--- src/hdl/omcs_defines.svh ---
`ifndef OMCS_DEFINES_SVH
`define OMCS_DEFINES_SVH

// clock rate and not-ready response time
`define OMCS_CLK_KHZ        50000
`define OMCS_NR_DELAY_MS    20
`define OMCS_NR_CNT_W       20

// internal reset length after a power-down/reset falling edge
`define OMCS_RST_CYCLES     4'hF
`define OMCS_RST_CNT_W      4

// synchroniser lanes for host pins
`define OMCS_IN_W           5
`define OMCS_IN_TXDIS       0
`define OMCS_IN_PDR         1
`define OMCS_IN_DESEL       2
`define OMCS_IN_SCL         3
`define OMCS_IN_SDA         4
// pulled-up pins idle high: transmitter off, low power, deselected, bus idle
`define OMCS_SYNC_RST       5'h1F

// 2-wire target address and byte framing
`define OMCS_DEV_ADDR       7'h50
`define OMCS_RW_BIT         0
`define OMCS_BITS_PER_BYTE  4'h8
`define OMCS_MSB            7

// condition lanes: tx lol, rx lol, receive_signal_lost
`define OMCS_COND_W         3
`define OMCS_COND_TXLOL     0
`define OMCS_COND_RXLOL     1
`define OMCS_COND_LOS       2

`endif

--- src/hdl/omcs_pkg.sv ---
`include "omcs_defines.svh"

package omcs_pkg;

    // one-hot 2-wire target states
    typedef enum logic [6:0] {
        OMCS_TW_IDLE  = 7'h01,
        OMCS_TW_ADDR  = 7'h02,
        OMCS_TW_ACK_A = 7'h04,
        OMCS_TW_WRITE = 7'h08,
        OMCS_TW_ACK_W = 7'h10,
        OMCS_TW_READ  = 7'h20,
        OMCS_TW_ACK_R = 7'h40
    } omcs_tw_state_type;

    // internal condition inputs travel together
    typedef struct packed {
        logic tx_lol;
        logic rx_lol;
        logic rx_power_low;
    } omcs_cond_type;

    // whole state of the control block
    typedef struct packed {
        logic [`OMCS_IN_W-1:0]      sync1;
        logic [`OMCS_IN_W-1:0]      sync2;
        logic [`OMCS_IN_W-1:0]      prev;
        omcs_tw_state_type          tw;
        logic [3:0]                 bit_cnt;
        logic [7:0]                 shift;
        logic                       rw;
        logic                       got_ack;
        logic                       sda_oe;
        logic                       sda;
        logic [`OMCS_RST_CNT_W-1:0] rst_cnt;
        logic [`OMCS_NR_CNT_W-1:0]  nr_cnt;
        logic                       nr_out;
        logic                       los_out;
        logic                       attn;
        logic [`OMCS_COND_W-1:0]    cond_prev;
        logic                       laser_en;
        logic                       low_power;
        logic                       core_rst;
        logic                       absent;
    } omcs_state_type;

endpackage

--- src/hdl/omcs_top.sv ---
// Behaviour
// - transmit_disable high turns the laser off; low enables it.
// - transmit_disable reads high until a low is seen, so laser starts off.
// - 2-wire transactions are answered only while module_deselect_n is low.
// - target address is 7-bit 1010000; last address bit selects read or write.
// - attention output asserts on a new condition; host reads details over 2-wire.
// - module_absent is held low, the pin is grounded inside the module.
// - module_not_ready is high on operational fault, low in normal operation.
// - receive_signal_lost is high while optical input power is too low.
// - power-down/reset high keeps low-power mode; normal operation only when low.
// - power-down/reset falling edge resets internal logic to initial state, except the syncs, power mode, condition tracking and receive_signal_lost.
// - not-ready equals transmit loss-of-lock OR receive loss-of-lock.
// - not-ready follows its fault condition after about 20 ms.
`timescale 1ns/100ps
`default_nettype none
`include "omcs_defines.svh"

module omcs_top
    import omcs_pkg::*;
#(
    parameter int NR_DELAY_CYCLES = `OMCS_NR_DELAY_MS * `OMCS_CLK_KHZ
) (
    // clock and reset
    input  wire logic    clk_i,
    input  wire logic    srst_i,
    // host control pins
    input  wire logic    transmit_disable_i,
    input  wire logic    power_down_reset_i,
    input  wire logic    module_deselect_n_i,
    // 2-wire management pins
    input  wire logic    scl_i,
    input  wire logic    sda_i,
    output var  logic    sda_o,
    output var  logic    sda_oe_o,
    // internal module conditions
    input  wire omcs_cond_type cond_i,
    // status pins to host
    output var  logic    attention_out_n_o,
    output var  logic    module_not_ready_o,
    output var  logic    receive_signal_lost_o,
    output var  logic    module_absent_o,
    // module internals
    output var  logic    laser_enable_o,
    output var  logic    low_power_o,
    output var  logic    core_reset_o
);

    // counter end point; the delay counts cycles of disagreement only
    localparam logic [`OMCS_NR_CNT_W-1:0] NR_LAST = `OMCS_NR_CNT_W'(NR_DELAY_CYCLES - 1);

    // initial values; syncs idle at the pulled-up level
    // so no false edge follows a reset on a pin that sits at its idle high level
    localparam omcs_state_type INIT = '{
        sync1:     `OMCS_SYNC_RST,
        sync2:     `OMCS_SYNC_RST,
        prev:      `OMCS_SYNC_RST,
        tw:        OMCS_TW_IDLE,
        bit_cnt:   4'h0,
        shift:     8'h00,
        rw:        1'b0,
        got_ack:   1'b0,
        sda_oe:    1'b0,
        sda:       1'b0,
        rst_cnt:   `OMCS_RST_CNT_W'(0),
        nr_cnt:    `OMCS_NR_CNT_W'(0),
        nr_out:    1'b0,
        los_out:   1'b0,
        attn:      1'b0,
        cond_prev: `OMCS_COND_W'(0),
        laser_en:  1'b0,
        low_power: 1'b1,
        core_rst:  1'b0,
        absent:    1'b0
    };

    omcs_state_type state;
    omcs_state_type next_state;

    // decoded pin views, taken from the second sync stage and the edge stage
    logic                    txdis;
    logic                    pdr;
    logic                    selected;
    logic                    scl_now;
    logic                    scl_prev;
    logic                    sda_now;
    logic                    sda_prev;
    logic                    scl_rise;
    logic                    scl_fall;
    logic                    bus_start;
    logic                    bus_stop;
    logic                    pdr_fall;
    logic                    resetting;
    logic [`OMCS_COND_W-1:0] cond_now;
    logic                    nr_raw;
    logic [7:0]              status_byte;

    // edge and level decode; first sync stage never read here
    always_comb begin
        txdis     = state.sync2[`OMCS_IN_TXDIS];
        pdr       = state.sync2[`OMCS_IN_PDR];
        selected  = ~state.sync2[`OMCS_IN_DESEL];
        scl_now   = state.sync2[`OMCS_IN_SCL];
        scl_prev  = state.prev[`OMCS_IN_SCL];
        sda_now   = state.sync2[`OMCS_IN_SDA];
        sda_prev  = state.prev[`OMCS_IN_SDA];
        scl_rise  = scl_now & ~scl_prev;
        scl_fall  = ~scl_now & scl_prev;
        bus_start = scl_now & scl_prev & sda_prev & ~sda_now;
        bus_stop  = scl_now & scl_prev & ~sda_prev & sda_now;
        pdr_fall  = ~pdr & state.prev[`OMCS_IN_PDR];
        resetting = (state.rst_cnt != `OMCS_RST_CNT_W'(0));
        cond_now  = '0;
        cond_now[`OMCS_COND_TXLOL] = cond_i.tx_lol;
        cond_now[`OMCS_COND_RXLOL] = cond_i.rx_lol;
        cond_now[`OMCS_COND_LOS]   = cond_i.rx_power_low;
        nr_raw    = cond_i.tx_lol | cond_i.rx_lol;
        // details of the attention condition for the host
        status_byte = {4'h0, state.attn, cond_now};
    end

    // next-state logic for the whole block
    always_comb begin
        next_state = state;

        // two-stage synchroniser plus one stage for edges
        next_state.sync1 = {sda_i, scl_i, module_deselect_n_i, power_down_reset_i, transmit_disable_i};
        next_state.sync2 = state.sync1;
        next_state.prev  = state.sync2;

        // pin-level control of laser and power mode
        next_state.laser_en  = ~txdis & ~pdr & ~resetting;
        next_state.low_power = pdr;
        next_state.core_rst  = resetting;
        next_state.absent    = 1'b0;
        next_state.sda       = 1'b0;
        next_state.los_out   = cond_i.rx_power_low;

        // not-ready only moves once the fault has held its new level
        if (nr_raw != state.nr_out) begin
            if (state.nr_cnt == NR_LAST) begin
                next_state.nr_out = nr_raw;
                next_state.nr_cnt = '0;
            end else begin
                next_state.nr_cnt = state.nr_cnt + `OMCS_NR_CNT_W'(1);
            end
        end else begin
            next_state.nr_cnt = '0; // glitches shorter than the delay are dropped
        end

        // new conditions latch attention; set wins over a read-clear below
        next_state.cond_prev = cond_now;

        // 2-wire target state machine
        unique case (state.tw)
            OMCS_TW_IDLE: begin
                // nothing to do until a start is seen
                next_state.sda_oe = 1'b0;
            end
            OMCS_TW_ADDR: begin
                // bits arrive msb first on the synced rising edge
                if (scl_rise) begin
                    next_state.shift   = {state.shift[6:0], sda_now};
                    next_state.bit_cnt = state.bit_cnt + 4'h1;
                end else if (scl_fall && state.bit_cnt == `OMCS_BITS_PER_BYTE) begin
                    // ack only our address, only when selected and not resetting
                    if (state.shift[7:1] == `OMCS_DEV_ADDR && selected && !resetting) begin
                        next_state.rw     = state.shift[`OMCS_RW_BIT];
                        next_state.sda_oe = 1'b1;
                        next_state.tw     = OMCS_TW_ACK_A;
                    end else begin
                        next_state.tw = OMCS_TW_IDLE;
                    end
                end
            end
            OMCS_TW_ACK_A: begin
                if (scl_fall) begin
                    next_state.bit_cnt = 4'h0;
                    if (state.rw) begin
                        // open drain: enable pulls low for a zero bit
                        next_state.shift  = status_byte;
                        next_state.sda_oe = ~status_byte[`OMCS_MSB];
                        next_state.tw     = OMCS_TW_READ;
                    end else begin
                        next_state.sda_oe = 1'b0;
                        next_state.tw     = OMCS_TW_WRITE;
                    end
                end
            end
            OMCS_TW_WRITE: begin
                // no writable map here; bytes are acked and dropped
                if (scl_rise) begin
                    next_state.shift   = {state.shift[6:0], sda_now};
                    next_state.bit_cnt = state.bit_cnt + 4'h1;
                end else if (scl_fall && state.bit_cnt == `OMCS_BITS_PER_BYTE) begin
                    next_state.sda_oe = 1'b1;
                    next_state.tw     = OMCS_TW_ACK_W;
                end
            end
            OMCS_TW_ACK_W: begin
                if (scl_fall) begin
                    next_state.sda_oe  = 1'b0;
                    next_state.bit_cnt = 4'h0;
                    next_state.tw      = OMCS_TW_WRITE;
                end
            end
            OMCS_TW_READ: begin
                // next bit goes out after a fall and stands through the high phase
                if (scl_fall) begin
                    next_state.bit_cnt = state.bit_cnt + 4'h1;
                    if (state.bit_cnt == `OMCS_BITS_PER_BYTE - 4'h1) begin
                        // byte delivered: host has seen the details
                        next_state.sda_oe  = 1'b0;
                        next_state.attn    = 1'b0;
                        next_state.got_ack = 1'b0;
                        next_state.tw      = OMCS_TW_ACK_R;
                    end else begin
                        next_state.shift  = {state.shift[6:0], 1'b0};
                        next_state.sda_oe = ~state.shift[`OMCS_MSB-1];
                    end
                end
            end
            OMCS_TW_ACK_R: begin
                // host ack on the ninth clock asks for a fresh snapshot
                if (scl_rise) begin
                    next_state.got_ack = ~sda_now;
                    if (sda_now) begin
                        next_state.tw = OMCS_TW_IDLE; // host nack ends the read
                    end
                end else if (scl_fall && state.got_ack) begin
                    next_state.bit_cnt = 4'h0;
                    next_state.shift   = status_byte;
                    next_state.sda_oe  = ~status_byte[`OMCS_MSB];
                    next_state.tw      = OMCS_TW_READ;
                end
            end
            default: begin
                next_state.tw     = OMCS_TW_IDLE;
                next_state.sda_oe = 1'b0;
            end
        endcase

        // start and stop override any byte in flight
        if (bus_start) begin
            next_state.tw      = OMCS_TW_ADDR;
            next_state.bit_cnt = 4'h0;
            next_state.shift   = 8'h00;
            next_state.sda_oe  = 1'b0;
        end else if (bus_stop || !selected) begin
            // deselect drops off the bus at once so another module can talk
            next_state.tw     = OMCS_TW_IDLE;
            next_state.sda_oe = 1'b0;
        end

        // attention set placed after the 2-wire machine so it beats the read-clear
        if ((cond_now & ~state.cond_prev) != `OMCS_COND_W'(0)) begin
            next_state.attn = 1'b1;
        end

        // falling edge of power-down/reset: all restarts but the syncs, low_power, cond_prev and los_out
        // the counter keeps running so the internal reset ends on its own
        if (pdr_fall || resetting) begin
            next_state           = INIT;
            next_state.sync1     = {sda_i, scl_i, module_deselect_n_i, power_down_reset_i, transmit_disable_i};
            next_state.sync2     = state.sync1;
            next_state.prev      = state.sync2;
            next_state.low_power = pdr;
            next_state.core_rst  = 1'b1;
            next_state.cond_prev = cond_now;
            next_state.los_out   = cond_i.rx_power_low;
            next_state.rst_cnt   = pdr_fall ? `OMCS_RST_CYCLES
                                            : state.rst_cnt - `OMCS_RST_CNT_W'(1);
        end
    end

    // single state register, synchronous reset
    // no async branch, so reset only ever loads constants
    always_ff @(posedge clk_i) begin
        if (srst_i) begin
            state <= INIT;
        end else begin
            state <= next_state;
        end
    end

    // outputs straight from the state flops
    // no gating here, so pins never glitch between edges
    always_comb begin
        sda_o                 = state.sda;
        sda_oe_o              = state.sda_oe;
        attention_out_n_o     = ~state.attn;
        module_not_ready_o    = state.nr_out;
        receive_signal_lost_o = state.los_out;
        module_absent_o       = state.absent;
        laser_enable_o        = state.laser_en;
        low_power_o           = state.low_power;
        core_reset_o          = state.core_rst;
    end

endmodule

`default_nettype wire

--- config.mk ---
export PLATFORM = sky130hd
export DESIGN_NAME = omcs_top
export DESIGN_NICKNAME = d
export VERILOG_FILES = /design/src/hdl/omcs_pkg.sv /design/src/hdl/omcs_top.sv
export VERILOG_INCLUDE_DIRS = /design/src /design/src/hdl
export SDC_FILE = /design/constraint.sdc
export NUM_CORES = 1
export LEC_CHECK = 0
export BUFFER_PORTS_ARGS = -buffer_cell sky130_fd_sc_hd__buf_4
export CORE_MARGIN = 8
export CORE_UTILIZATION = 65
export CTS_BUF_LIST = sky130_fd_sc_hd__clkbuf_4
export DETAILED_ROUTE_END_ITERATION = 8
export PLACE_DENSITY = 0.94
export SLEW_MARGIN = 0
export SYNTH_ARGS = -nofsm -noshare
export SYNTH_HDL_FRONTEND = slang
export SYNTH_SLANG_ARGS = --single-unit
--- constraint.sdc ---
create_clock -name clk_i -period 3.8 [get_ports clk_i]
set_input_delay 0.76 -clock clk_i [delete_from_list [all_inputs] [get_ports clk_i]]
set_output_delay 0.76 -clock clk_i [all_outputs]
set_load 0.1 [all_outputs]
# [Word level (Yosys, flattened, before mapping)]
# Index checks and enable logic that the tools add are counted.
[totals] ff_bits=72 input_bits=10 out_inout_bits=9 word_cells=162
[op_classes] mux=43 add_sub_neg=3 eq_ne=40 n_reduce_logical=29 bitwise=26
[ops] cell="$mux 19" count=3
[ops] cell="$mux 7" count=7
[ops] cell="$pmux 7 s7" count=1
[ops] cell="$ne 4x4->1 const B" count=8
[ops] cell="$pmux 8 s4" count=1
[ops] cell="$ne 2x2->1 const B" count=14
[ops] cell="$mux 12" count=2
[ops] cell="$reduce_and 11->1" count=2
[ops] cell="$add 20x1->20 const B" count=1
[ops] cell="$eq 20x20->1 const B" count=1
[ops] cell="$pmux 4 s5" count=1
[ops] cell="$mux 1" count=16
[ops] cell="$mux 8" count=2
[ops] cell="$eq 7x7->1 const B" count=2
[ops] cell="$not 1->1" count=13
[ops] cell="$mux 11" count=1
[ops] cell="$and 1x1->1" count=10
[ops] cell="$ne 5x5->1 const B" count=2
[ops] cell="$reduce_and 10->1" count=1
[ops] cell="$ne 3x3->1 const B" count=3
[ops] cell="$mux 2" count=4
[ops] cell="$reduce_and 4->1" count=2
[ops] cell="$reduce_and 8->1" count=1
[ops] cell="$reduce_bool 2->1" count=4
[ops] cell="32 further kinds" count=39

# [Depth between registers and ports, before layout]
# Gate-level depths: netlist of run 1.
[logic_depth] depth_word=9 mapped_depth=9

# [Worst setup path before layout of run 1]
# OpenSTA, ideal clock, no wires.
[synth_path] path_kind="register to register" startpoint="register state[52] in the netlist's numbering" endpoint="register state[47] in the netlist's numbering" stages_incl_launch_ff=10 period_less_slack_ps=2587 path_slack_ps=1213 arrival_time_ps=2516 t_required_ps=3730 setup_time_ps=70 path_cell_list="dfxtp_1 buf_6 or4_4 or3_1 buf_2 and3_1 or3b_1 buf_2 or3b_1 a21oi_1"
[synth_via] elab_chain_len=4 word_cells_on_any_way=16 cone_classes="eq/ne (12); mux (1); reduce/logical (3)"
[synth_rtl] element="start, declared" line_no="omcs_top.sv:76" source="omcs_state_type state;"
[synth_rtl] element="start signal, assigned" line_no="omcs_top.sv:281" source="state <= next_state;"
[synth_rtl] element="$eq 7x4->1 or $eq 7x2->1 (tied branches)" line_no="omcs_top.sv:154" source="unique case (state.tw)"
[synth_rtl] element="$reduce_or 2->1 (no line)"
[synth_rtl] element="$reduce_bool 5->1 (no line) or $ne 2x1->1 (tied branches)"
[synth_rtl] element="$reduce_and 7->1 (no line)"
# Parallel ways exist; a longest one is shown, timed or not.
# A chain may end at the register's enable or synchronous reset.

# [Worst setup path in the final report of run 1]
[layout_path] startpoint="register state[52] in the netlist's numbering" endpoint="register state[43] in the netlist's numbering"
[layout_via] elab_chain_len=4 word_cells_on_any_way=16 cone_classes="eq/ne (12); mux (1); reduce/logical (3)"
[layout_rtl] element="$eq 7x4->1 or $eq 7x2->1 (tied branches)" line_no="omcs_top.sv:154"
[layout_rtl] element="$reduce_or 2->1 (no line)"
[layout_rtl] element="$reduce_bool 4->1 (no line) or $ne 2x1->1 (tied branches)"
[layout_rtl] element="$reduce_and 8->1 (no line)"
# Parallel ways exist; a longest one is shown, timed or not.

==> results of run 1 <==
[per-stage QoR]
stage                     power (mW)  setup slack, ps  utilization  cells  cell area (um2)
final                           1.47              909        0.737    404             3230
after global routing            1.55              774        0.737    404             3230
after CTS                       1.48              929        0.737    404             3230
after detailed placement        1.05              959        0.707    388             3100
after global placement          1.04             1060        0.707    388             3100
after floorplan                0.990             1210            -    335             2990
[routing by layer]
metal / vias to the layer above / part of all wire / global-route usage
met1: 1125 / 0.44 / 0.210
met2: 89 / 0.48 / 0.266
met4: 0 / 0.019 / 0.0754
li1: 1183 / - / -
met3: 11 / 0.068 / 0.0586
met5: - / 0 / 0
[power groups by stage]
stage,registers (mW),logic [mW],clock network [mW]
after global routing,0.759,0.311,0.478
final,0.754,0.282,0.436
after CTS,0.754,0.283,0.446
after detailed placement,0.770,0.280,0
after global placement,0.769,0.269,0
after floorplan,0.800,0.189,0
[sequential cells by signal, summed over array words and instances (netlist names)]
signal,count
state,56
receive_signal_lost_o,1
module_not_ready_o,1
sda_oe_o,1
scl_prev,1
sda_prev,1
pdr,1
laser_enable_o,1
sda_now,1
core_reset_o,1
scl_now,1
[cells by family (layout without fill, tap and decap cells)]
group           after synthesis  in the layout  synth area share
fa+ha+maj                     5              5            0.0209
other cells                   1              2           0.00125
simple gates                154            154             0.287
flops                        66             66             0.442
mux                          11             11            0.0385
xor+xnor                     24             24            0.0703
compound gates               44             44            0.0967
buf+inv                      29             46            0.0435
[cell usage in the layout (no fill, tap or decap), drive strengths merged, types with 4 or more instances in the layout]
cell    instances
o21ai           5
nand2b          6
o211ai          5
or2            15
nor4            5
or3             4
buf            16
inv            14
or3b            6
nor3            5
nor4b           4
dfxtp          66
a21oi          19
mux2            4
clkinv          5
nand2          22
and3            6
xnor2          15
ha              5
nor2b           8
clkbuf          9
xor2            9
mux2i           7
nand3          14
nor2           37
[layout make-up]
class	instances	area [um2]
clock buffers	9	67.6
clock inverters	7	60.1
fillers	302	1150
inverters	14	52.6
multi-input cells	240	1540
flip-flops and latches	66	1320
well taps	52	65.1
repair buffers	16	120
[worst min-delay path by stage]
stage,start,endpoint,depth (start not counted)
3_5_place_dp,state[62]$_SDFF_PP1_,laser_enable_o$_SDFF_PP0_,1
3_3_place_gp,state[62]$_SDFF_PP1_,laser_enable_o$_SDFF_PP0_,1
6_report,state[70]$_SDFF_PP1_,scl_now$_SDFF_PP1_,1
4_1_cts,state[62]$_SDFF_PP1_,laser_enable_o$_SDFF_PP0_,1
5_1_grt,state[62]$_SDFF_PP1_,laser_enable_o$_SDFF_PP0_,1
2_1_floorplan,state[62]$_SDFF_PP1_,laser_enable_o$_SDFF_PP0_,1
==> flow_metrics.py, run 1 <==
metrics = {
    "timing": {
        "clock_skew_ps": 12.7,
        "setup_viol": 0,
        "finalHoldViolCount": 0,
        "rsz0062_at_grt": "no",
        "fmax_ghz": 0.346,
        "worstMarginPinSlew_ps": 1100,
        "maxSlewHeadroom": 0.255,
        "finalMaxSlewViolations": 0,
        "fin_setup_tns_ps": 0,
        "holdWs_ps": 414,
        "min_period_ps": 2890,
        "fin_crit_sh": 0.761,
    },
    "layout": {
        "drive_gt1_frac": 0.148,
        "n_antenna_cell": 0,
        "fin_nets": 362,
        "area_growth_pct": 7.99,
    },
    "status": {
        "outcome": "completed",
    },
    "detailed_routing": {
        "dr.pass1.iters": 5,
        "vias": 2408,
        "viasPerCell": 5.96,
        "drtIter0Drc": 270,
        "drc": 0,
        "wirelength_um": 5980,
        "wl_per_cell_um": 14.8,
        "final_antenna_net_count": 0,
    },
    "global_routing": {
        "grt-ovfl-total": 0,
        "track_usage": 0.172,
        "antenna_found_initial": 0,
        "grt_max_degree": 21,
        "grt_pass1_vias": 2191,
        "grt_first_pass_wirelength_um": 10000,
    },
    "worst_setup_path": {
        "ff2ff_path_depth": 6,
        "critPathKind": "reg -> reg",
        "cp_common_cell": "a21oi_1",
        "path_cells": "or4_4 -> or4b_1 -> a21oi_1 -> o211ai_1 -> or3b_1 -> a21oi_1",
        "worstReg2RegEnd": "state[43]$_SDFFE_PP0P_",
        "crit_start": "state[52]$_SDFFE_PP0P_",
        "worstPathRequired_ps": 4130,
        "worstSetupEndpointType": "register",
        "cp.arrival_ps": 3230,
        "crit_end": "state[43]$_SDFFE_PP0P_",
        "critical_path.top_delay_family": "simple AND/OR/NAND/NOR gates",
        "r2r_setup_slack_ps": 910,
        "cpPeakStageDelay_ps": 620,
        "worstPathMaxFanout": 13,
        "crit_cells": 6,
        "reg2reg_from": "state[52]$_SDFFE_PP0P_",
        "critPathBufInv": 0,
        "cp-start-kind": "register",
        "cp_slowest_cell": "or4b_1",
    },
    "cts": {
        "post_cts_buffers": 0,
        "cts_hold_buf": 0,
        "cts_resized": 0,
        "cts_root_buffer": "clkbuf_4",
        "numClockSinks": 66,
        "clk_pin_slew_ps": 100,
        "clock_path_buffers": 2,
        "cts_tree": "done",
        "insertion_delay_ps": 410,
        "cts_made_buffers": 9,
        "cts_max_level": 3,
    },
    "die": {
        "core-area_mm2": 0.00438,
        "die_area_mm2": 0.00703,
        "dieWidth_um": 83.8,
        "rows": 24,
        "start_util": 0.682,
        "ioPinCount": 19,
        "fp.dieH_um": 83.8,
    },
    "synth": {
        "netlist_area_mm2": 0.00299,
        "syn_inst": 334,
        "synth_edf_count": 0,
        "synthTopCellsByArea": "dfxtp_1 (44%), nor2_1 (4.6%), xnor2_1 (4.4%)",
        "synth_top_cell_area_share": 0.442,
        "yosys-top-cells-count": "dfxtp_1 (66), nor2_1 (37), nand2_1 (22), a21oi_1 (19), xnor2_1 (15)",
        "ys.warnings.count": 0,
        "synth_cell_type_count": 53,
        "ys_seq_elements": 66,
        "syn-mean-instance-area_um2": 8.95,
        "async_reset_ff_frac": 0,
        "ys.flop_type": "dfxtp_1",
        "synth_area_leader_cell": "dfxtp_1",
        "ys_seq_area_frac": 0.442,
        "yosysMostFrequentCell": "dfxtp_1",
    },
    "placed_design": {
        "numPortBuffers": 16,
        "place_congestion": 0.996,
        "dp_hpwl_um": 4260,
    },
    "power_and_ir_drop": {
        "p_per_area_mw_per_mm2": 456,
        "p_sw_frac": 0.314,
        "p_int_mw": 1.01,
        "power_frac_clock": 0.296,
        "peakVddDrop_v": 0.000318,
        "p_seq_frac": 0.513,
        "comb_power_share": 0.191,
        "p_leak_nw": 1.18,
        "switchingPower_mw": 0.462,
    },
    "run": {
        "maxCapViolCount": 0,
    },
    "min_path": {
        "hold_path.class": "reg -> reg",
    },
}
(Power assumes the default switching activity.)
==> run 2: changes to the inputs <==
CORE_UTILIZATION = 62   (was 65)
PLACE_DENSITY = 0.9   (was 0.94)
clock period = 3 ns   (was 3.8 ns; I/O delays follow)
==> flow_metrics.py, run 2 (synthesis results as in run 1) <==
metrics = {
    "status": {
        "outcome": "completed",
    },
    "power_and_ir_drop": {
        "power.total_mw": 1.99,
        "peakVddDrop_v": 0.000508,
        "p_per_area_mw_per_mm2": 604,
        "p_leak_nw": 1.22,
    },
    "placed_design": {
        "numPortBuffers": 16,
        "dpl_cell_area_mm2": 0.00312,
        "dp_hpwl_um": 4140,
        "place_congestion": 0.944,
        "dp.cells": 392,
    },
    "global_routing": {
        "antenna_found_initial": 0,
        "grt_pass1_vias": 2298,
        "grt_first_pass_wirelength_um": 10300,
        "grt-ovfl-total": 0,
        "track_usage": 0.176,
        "grt_max_degree": 21,
    },
    "layout": {
        "final_cell_mix": "dfxtp_1 (66), nor2_1 (37), nand2_1 (22)",
        "fin_nets": 367,
        "n_antenna_cell": 0,
        "area_growth_pct": 10.5,
        "utilization": 0.704,
        "drive_gt1_frac": 0.162,
        "finalInstanceArea_mm2": 0.00330,
        "top_register": "state",
        "final_common_cell": "dfxtp_1",
        "largest_register_ffs": 56,
        "stdcell_count": 411,
    },
    "timing": {
        "min_period_ps": 2770,
        "finalHoldViolCount": 0,
        "maxSlewHeadroom": 0.179,
        "worstMarginPinSlew_ps": 1210,
        "setup_viol": 0,
        "fin_setup_tns_ps": 0,
        "clock_skew_ps": 15.1,
        "fin_crit_sh": 0.922,
        "rsz0062_at_grt": "no",
        "fmax_ghz": 0.361,
        "finalMaxSlewViolations": 0,
    },
    "worst_setup_path": {
        "ff2ff_path_depth": 6,
        "worstSetupEndpointType": "register",
        "worstPathRequired_ps": 3330,
        "worstPathMaxFanout": 10,
        "cp-start-kind": "register",
        "cp.arrival_ps": 3090,
        "critPathKind": "reg -> reg",
    },
    "cts": {
        "cts_max_level": 3,
        "cts_made_buffers": 9,
        "cts_hold_buf": 0,
        "insertion_delay_ps": 420,
        "numClockSinks": 66,
        "cts_tree": "done",
        "clk_pin_slew_ps": 120,
        "cts_root_buffer": "clkbuf_4",
        "clock_path_buffers": 2,
    },
    "detailed_routing": {
        "wl_per_cell_um": 14.6,
        "wirelength_um": 6020,
        "final_antenna_net_count": 0,
        "drc": 0,
        "dr.pass1.iters": 4,
        "vias": 2388,
        "viasPerCell": 5.81,
        "drtIter0Drc": 255,
    },
    "min_path": {
        "hold_depth": 2,
        "hold_path.class": "in -> reg",
    },
    "die": {
        "rows": 25,
        "core-area_mm2": 0.00469,
        "die_area_mm2": 0.00730,
        "start_util": 0.637,
        "ioPinCount": 19,
        "fp.dieH_um": 85.5,
        "dieWidth_um": 85.5,
    },
    "run": {
        "maxCapViolCount": 0,
    },
}
[run 2: cell count changes in the layout (fill, tap and decap cells not counted), sizes merged]
cell / before / now
bufinv: 1 / 2
buf: 16 / 21
clkinv: 5 / 4
[run 2: repair_timing]
| item | CTS | global route |
|---|---|---|
| resized for setup | 0 | 0 |
| buffers inserted | 0 | 3 |
| endpoints found under the setup margin | 0 | 4 |
[run 2: metal layers]
layer	up-vias	wire, um	global-route usage
li1	1190	-	-
met4	0	127	0.0764
met1	1110	2690	0.216
met5	-	0	0
met3	18	368	0.0512
met2	70	2830	0.279
[run 2: per-stage QoR]
stage	setup WS [ps]	hold WS [ps]
floorplan	413	372
global placement	259	390
detailed placement	168	385
CTS	142	355
global route	83.8	323
finish	233	360
[run 2: worst paths after layout]
| kind | start | end | slack (ps) |
|---|---|---|---|
| max | state[52]$_SDFFE_PP0P_ | state[48]$_SDFFE_PP0P_ | 230 |
| min | transmit_disable_i | state[67]$_SDFF_PP1_ | 360 |
| max reg2reg | state[52]$_SDFFE_PP0P_ | state[48]$_SDFFE_PP0P_ | 230 |
| min reg2reg | state[62]$_SDFF_PP1_ | laser_enable_o$_SDFF_PP0_ | 410 |
[run 2: worst max-delay path, cell delays in order (launching register included)]
cell and delay, ps:
dfxtp_1 410, or4_4 590, or3_1 470, and3_1 220
or3b_1 460, or2_1 280, o41ai_1 230
[run 2: final cells by class]
type / count / area [um2]
Tap cell: 54 / 67.6
Clock buffer: 9 / 67.6
Multi-Input combinational cell: 240 / 1540
Fill cell: 348 / 1390
Timing Repair Buffer: 21 / 158
Clock inverter: 7 / 93.8
Sequential cell: 66 / 1320
Inverter: 14 / 52.6
[run 2: power by group]
| part | switching [mW] | leakage (nW) | internal, mW |
|---|---|---|---|
| Combinational | 0.245 | 0.597 | 0.123 |
| Sequential | 0.0338 | 0.537 | 0.923 |
| Clock | 0.332 | 0.0835 | 0.336 |
==> run 3: changes to the inputs <==
CELL_PAD_IN_SITES_DETAIL_PLACEMENT = 0   (was default)
CELL_PAD_IN_SITES_GLOBAL_PLACEMENT = 1   (was default)
CORE_UTILIZATION = 40   (was 62)
PLACE_DENSITY = 0.79   (was 0.9)
==> flow_metrics.py, run 3 (synthesis results as in run 1) <==
metrics = {
    "worst_setup_path": {
        "r2r_setup_slack_ps": 220,
        "worstReg2RegEnd": "state[40]$_SDFFE_PP0P_",
        "cp.arrival_ps": 3060,
        "cp-start-kind": "register",
        "ff2ff_path_depth": 7,
        "worstPathRequired_ps": 3290,
        "worstSetupEndpointType": "register",
        "critPathKind": "reg -> reg",
        "worstPathMaxFanout": 10,
        "reg2reg_from": "state[52]$_SDFFE_PP0P_",
    },
    "timing": {
        "fmax_ghz": 0.360,
        "setup_viol": 0,
        "fin_setup_tns_ps": 0,
        "fin_crit_sh": 0.926,
        "worstMarginPinSlew_ps": 752,
        "clock_skew_ps": 17.0,
        "finalHoldViolCount": 0,
        "maxSlewHeadroom": 0.494,
        "min_period_ps": 2780,
        "rsz0062_at_grt": "no",
        "finalMaxSlewViolations": 0,
    },
    "power_and_ir_drop": {
        "p_per_area_mw_per_mm2": 571,
        "power.total_mw": 1.91,
        "peakVddDrop_v": 0.000387,
        "p_leak_nw": 1.21,
    },
    "run": {
        "maxCapViolCount": 0,
    },
    "die": {
        "ioPinCount": 19,
        "start_util": 0.412,
        "core-area_mm2": 0.00725,
        "die_area_mm2": 0.0105,
        "fp.dieH_um": 102,
        "rows": 31,
        "dieWidth_um": 102,
    },
    "global_routing": {
        "grt_max_degree": 21,
        "track_usage": 0.119,
        "grt_pass1_vias": 2108,
        "antenna_found_initial": 0,
        "grt-ovfl-total": 0,
        "grt_first_pass_wirelength_um": 9760,
    },
    "min_path": {
        "min-delay-start": "power_down_reset_i",
        "hold_path.class": "in -> reg",
        "hold_depth": 2,
        "min_to": "state[68]$_SDFF_PP1_",
    },
    "cts": {
        "cts_hold_buf": 0,
        "post_cts_buffers": 0,
        "insertion_delay_ps": 410,
        "clk_pin_slew_ps": 120,
        "cts_made_buffers": 9,
        "clock_path_buffers": 2,
        "cts_resized": 0,
        "cts_tree": "done",
        "cts_root_buffer": "clkbuf_4",
        "cts_max_level": 3,
        "numClockSinks": 66,
    },
    "status": {
        "outcome": "completed",
    },
    "layout": {
        "final_cell_mix": "dfxtp_1 (66), nor2_1 (37), nand2_1 (22), buf_4 (22), a21oi_1 (19)",
        "drive_gt1_frac": 0.165,
        "stdcell_count": 456,
        "top_register": "state",
        "n_antenna_cell": 0,
        "area_growth_pct": 11.7,
        "fin_nets": 368,
        "largest_register_ffs": 56,
        "final_common_cell": "dfxtp_1",
    },
    "placed_design": {
        "place_congestion": 0.907,
        "dp.cells": 441,
        "dp_hpwl_um": 4090,
        "numPortBuffers": 16,
    },
    "detailed_routing": {
        "vias": 2264,
        "final_antenna_net_count": 0,
        "wirelength_um": 5670,
        "drtIter0Drc": 99,
        "viasPerCell": 4.96,
        "dr.pass1.iters": 4,
        "wl_per_cell_um": 12.4,
        "drc": 0,
    },
}
[run 3: critical path, cell delays in order (launching register included)]
cell and delay (ps):
dfxtp_1 420, or4_4 590, or4b_1 630, o22a_1 220, o211ai_1 310, buf_4 260
mux2i_1 180, nor2_1 50
[run 3: area by class of cell]
class | count | area (um2)
fillers | 711 | 3910
multi-input cells | 240 | 1540
flip-flops and latches | 66 | 1320
repair buffers | 22 | 165
well taps | 99 | 124
clock buffers | 9 | 67.6
clock inverters | 6 | 67.6
inverters | 14 | 52.6
[run 3: per-stage QoR]
step / utilization / instance area, um2 / worst slack, ps / hold slack [ps]
after floorplan: - / 2990 / 413 / 372
after global placement: 0.442 / 3210 / 284 / 379
after detailed placement: 0.442 / 3210 / 269 / 383
after CTS: 0.461 / 3340 / 244 / 335
after global routing: 0.461 / 3340 / 75.4 / 324
final: 0.461 / 3340 / 223 / 365
[run 3: worst max-delay path by stage]
stage,startpoint,endpoint,slack [ps],depth (start not counted)
2_1_floorplan,state[52]$_SDFFE_PP0P_,state[47]$_SDFFE_PP0P_,410,9
3_3_place_gp,state[52]$_SDFFE_PP0P_,state[39]$_SDFFE_PP0P_,280,7
3_5_place_dp,state[52]$_SDFFE_PP0P_,state[40]$_SDFFE_PP0P_,270,7
4_1_cts,state[52]$_SDFFE_PP0P_,state[40]$_SDFFE_PP0P_,240,7
5_1_grt,state[52]$_SDFFE_PP0P_,state[40]$_SDFFE_PP0P_,80,7
6_report,state[52]$_SDFFE_PP0P_,state[40]$_SDFFE_PP0P_,220,7
[run 3: power by group]
part | switching [mW] | total [mW] | internal, mW
combinational | 0.240 | 0.375 | 0.134
clock | 0.328 | 0.580 | 0.252
sequential | 0.0297 | 0.952 | 0.923
total | 0.598 | 1.91 | 1.31
[run 3: routing by layer]
| metal | up-vias | wire length [um] | global-route usage |
|---|---|---|---|
| met3 | 13 | 227 | 0.0375 |
| met4 | 0 | 118 | 0.0553 |
| met1 | 1019 | 3010 | 0.162 |
| met2 | 43 | 2320 | 0.164 |
| met5 | - | 0 | 0 |
| li1 | 1189 | - | - |
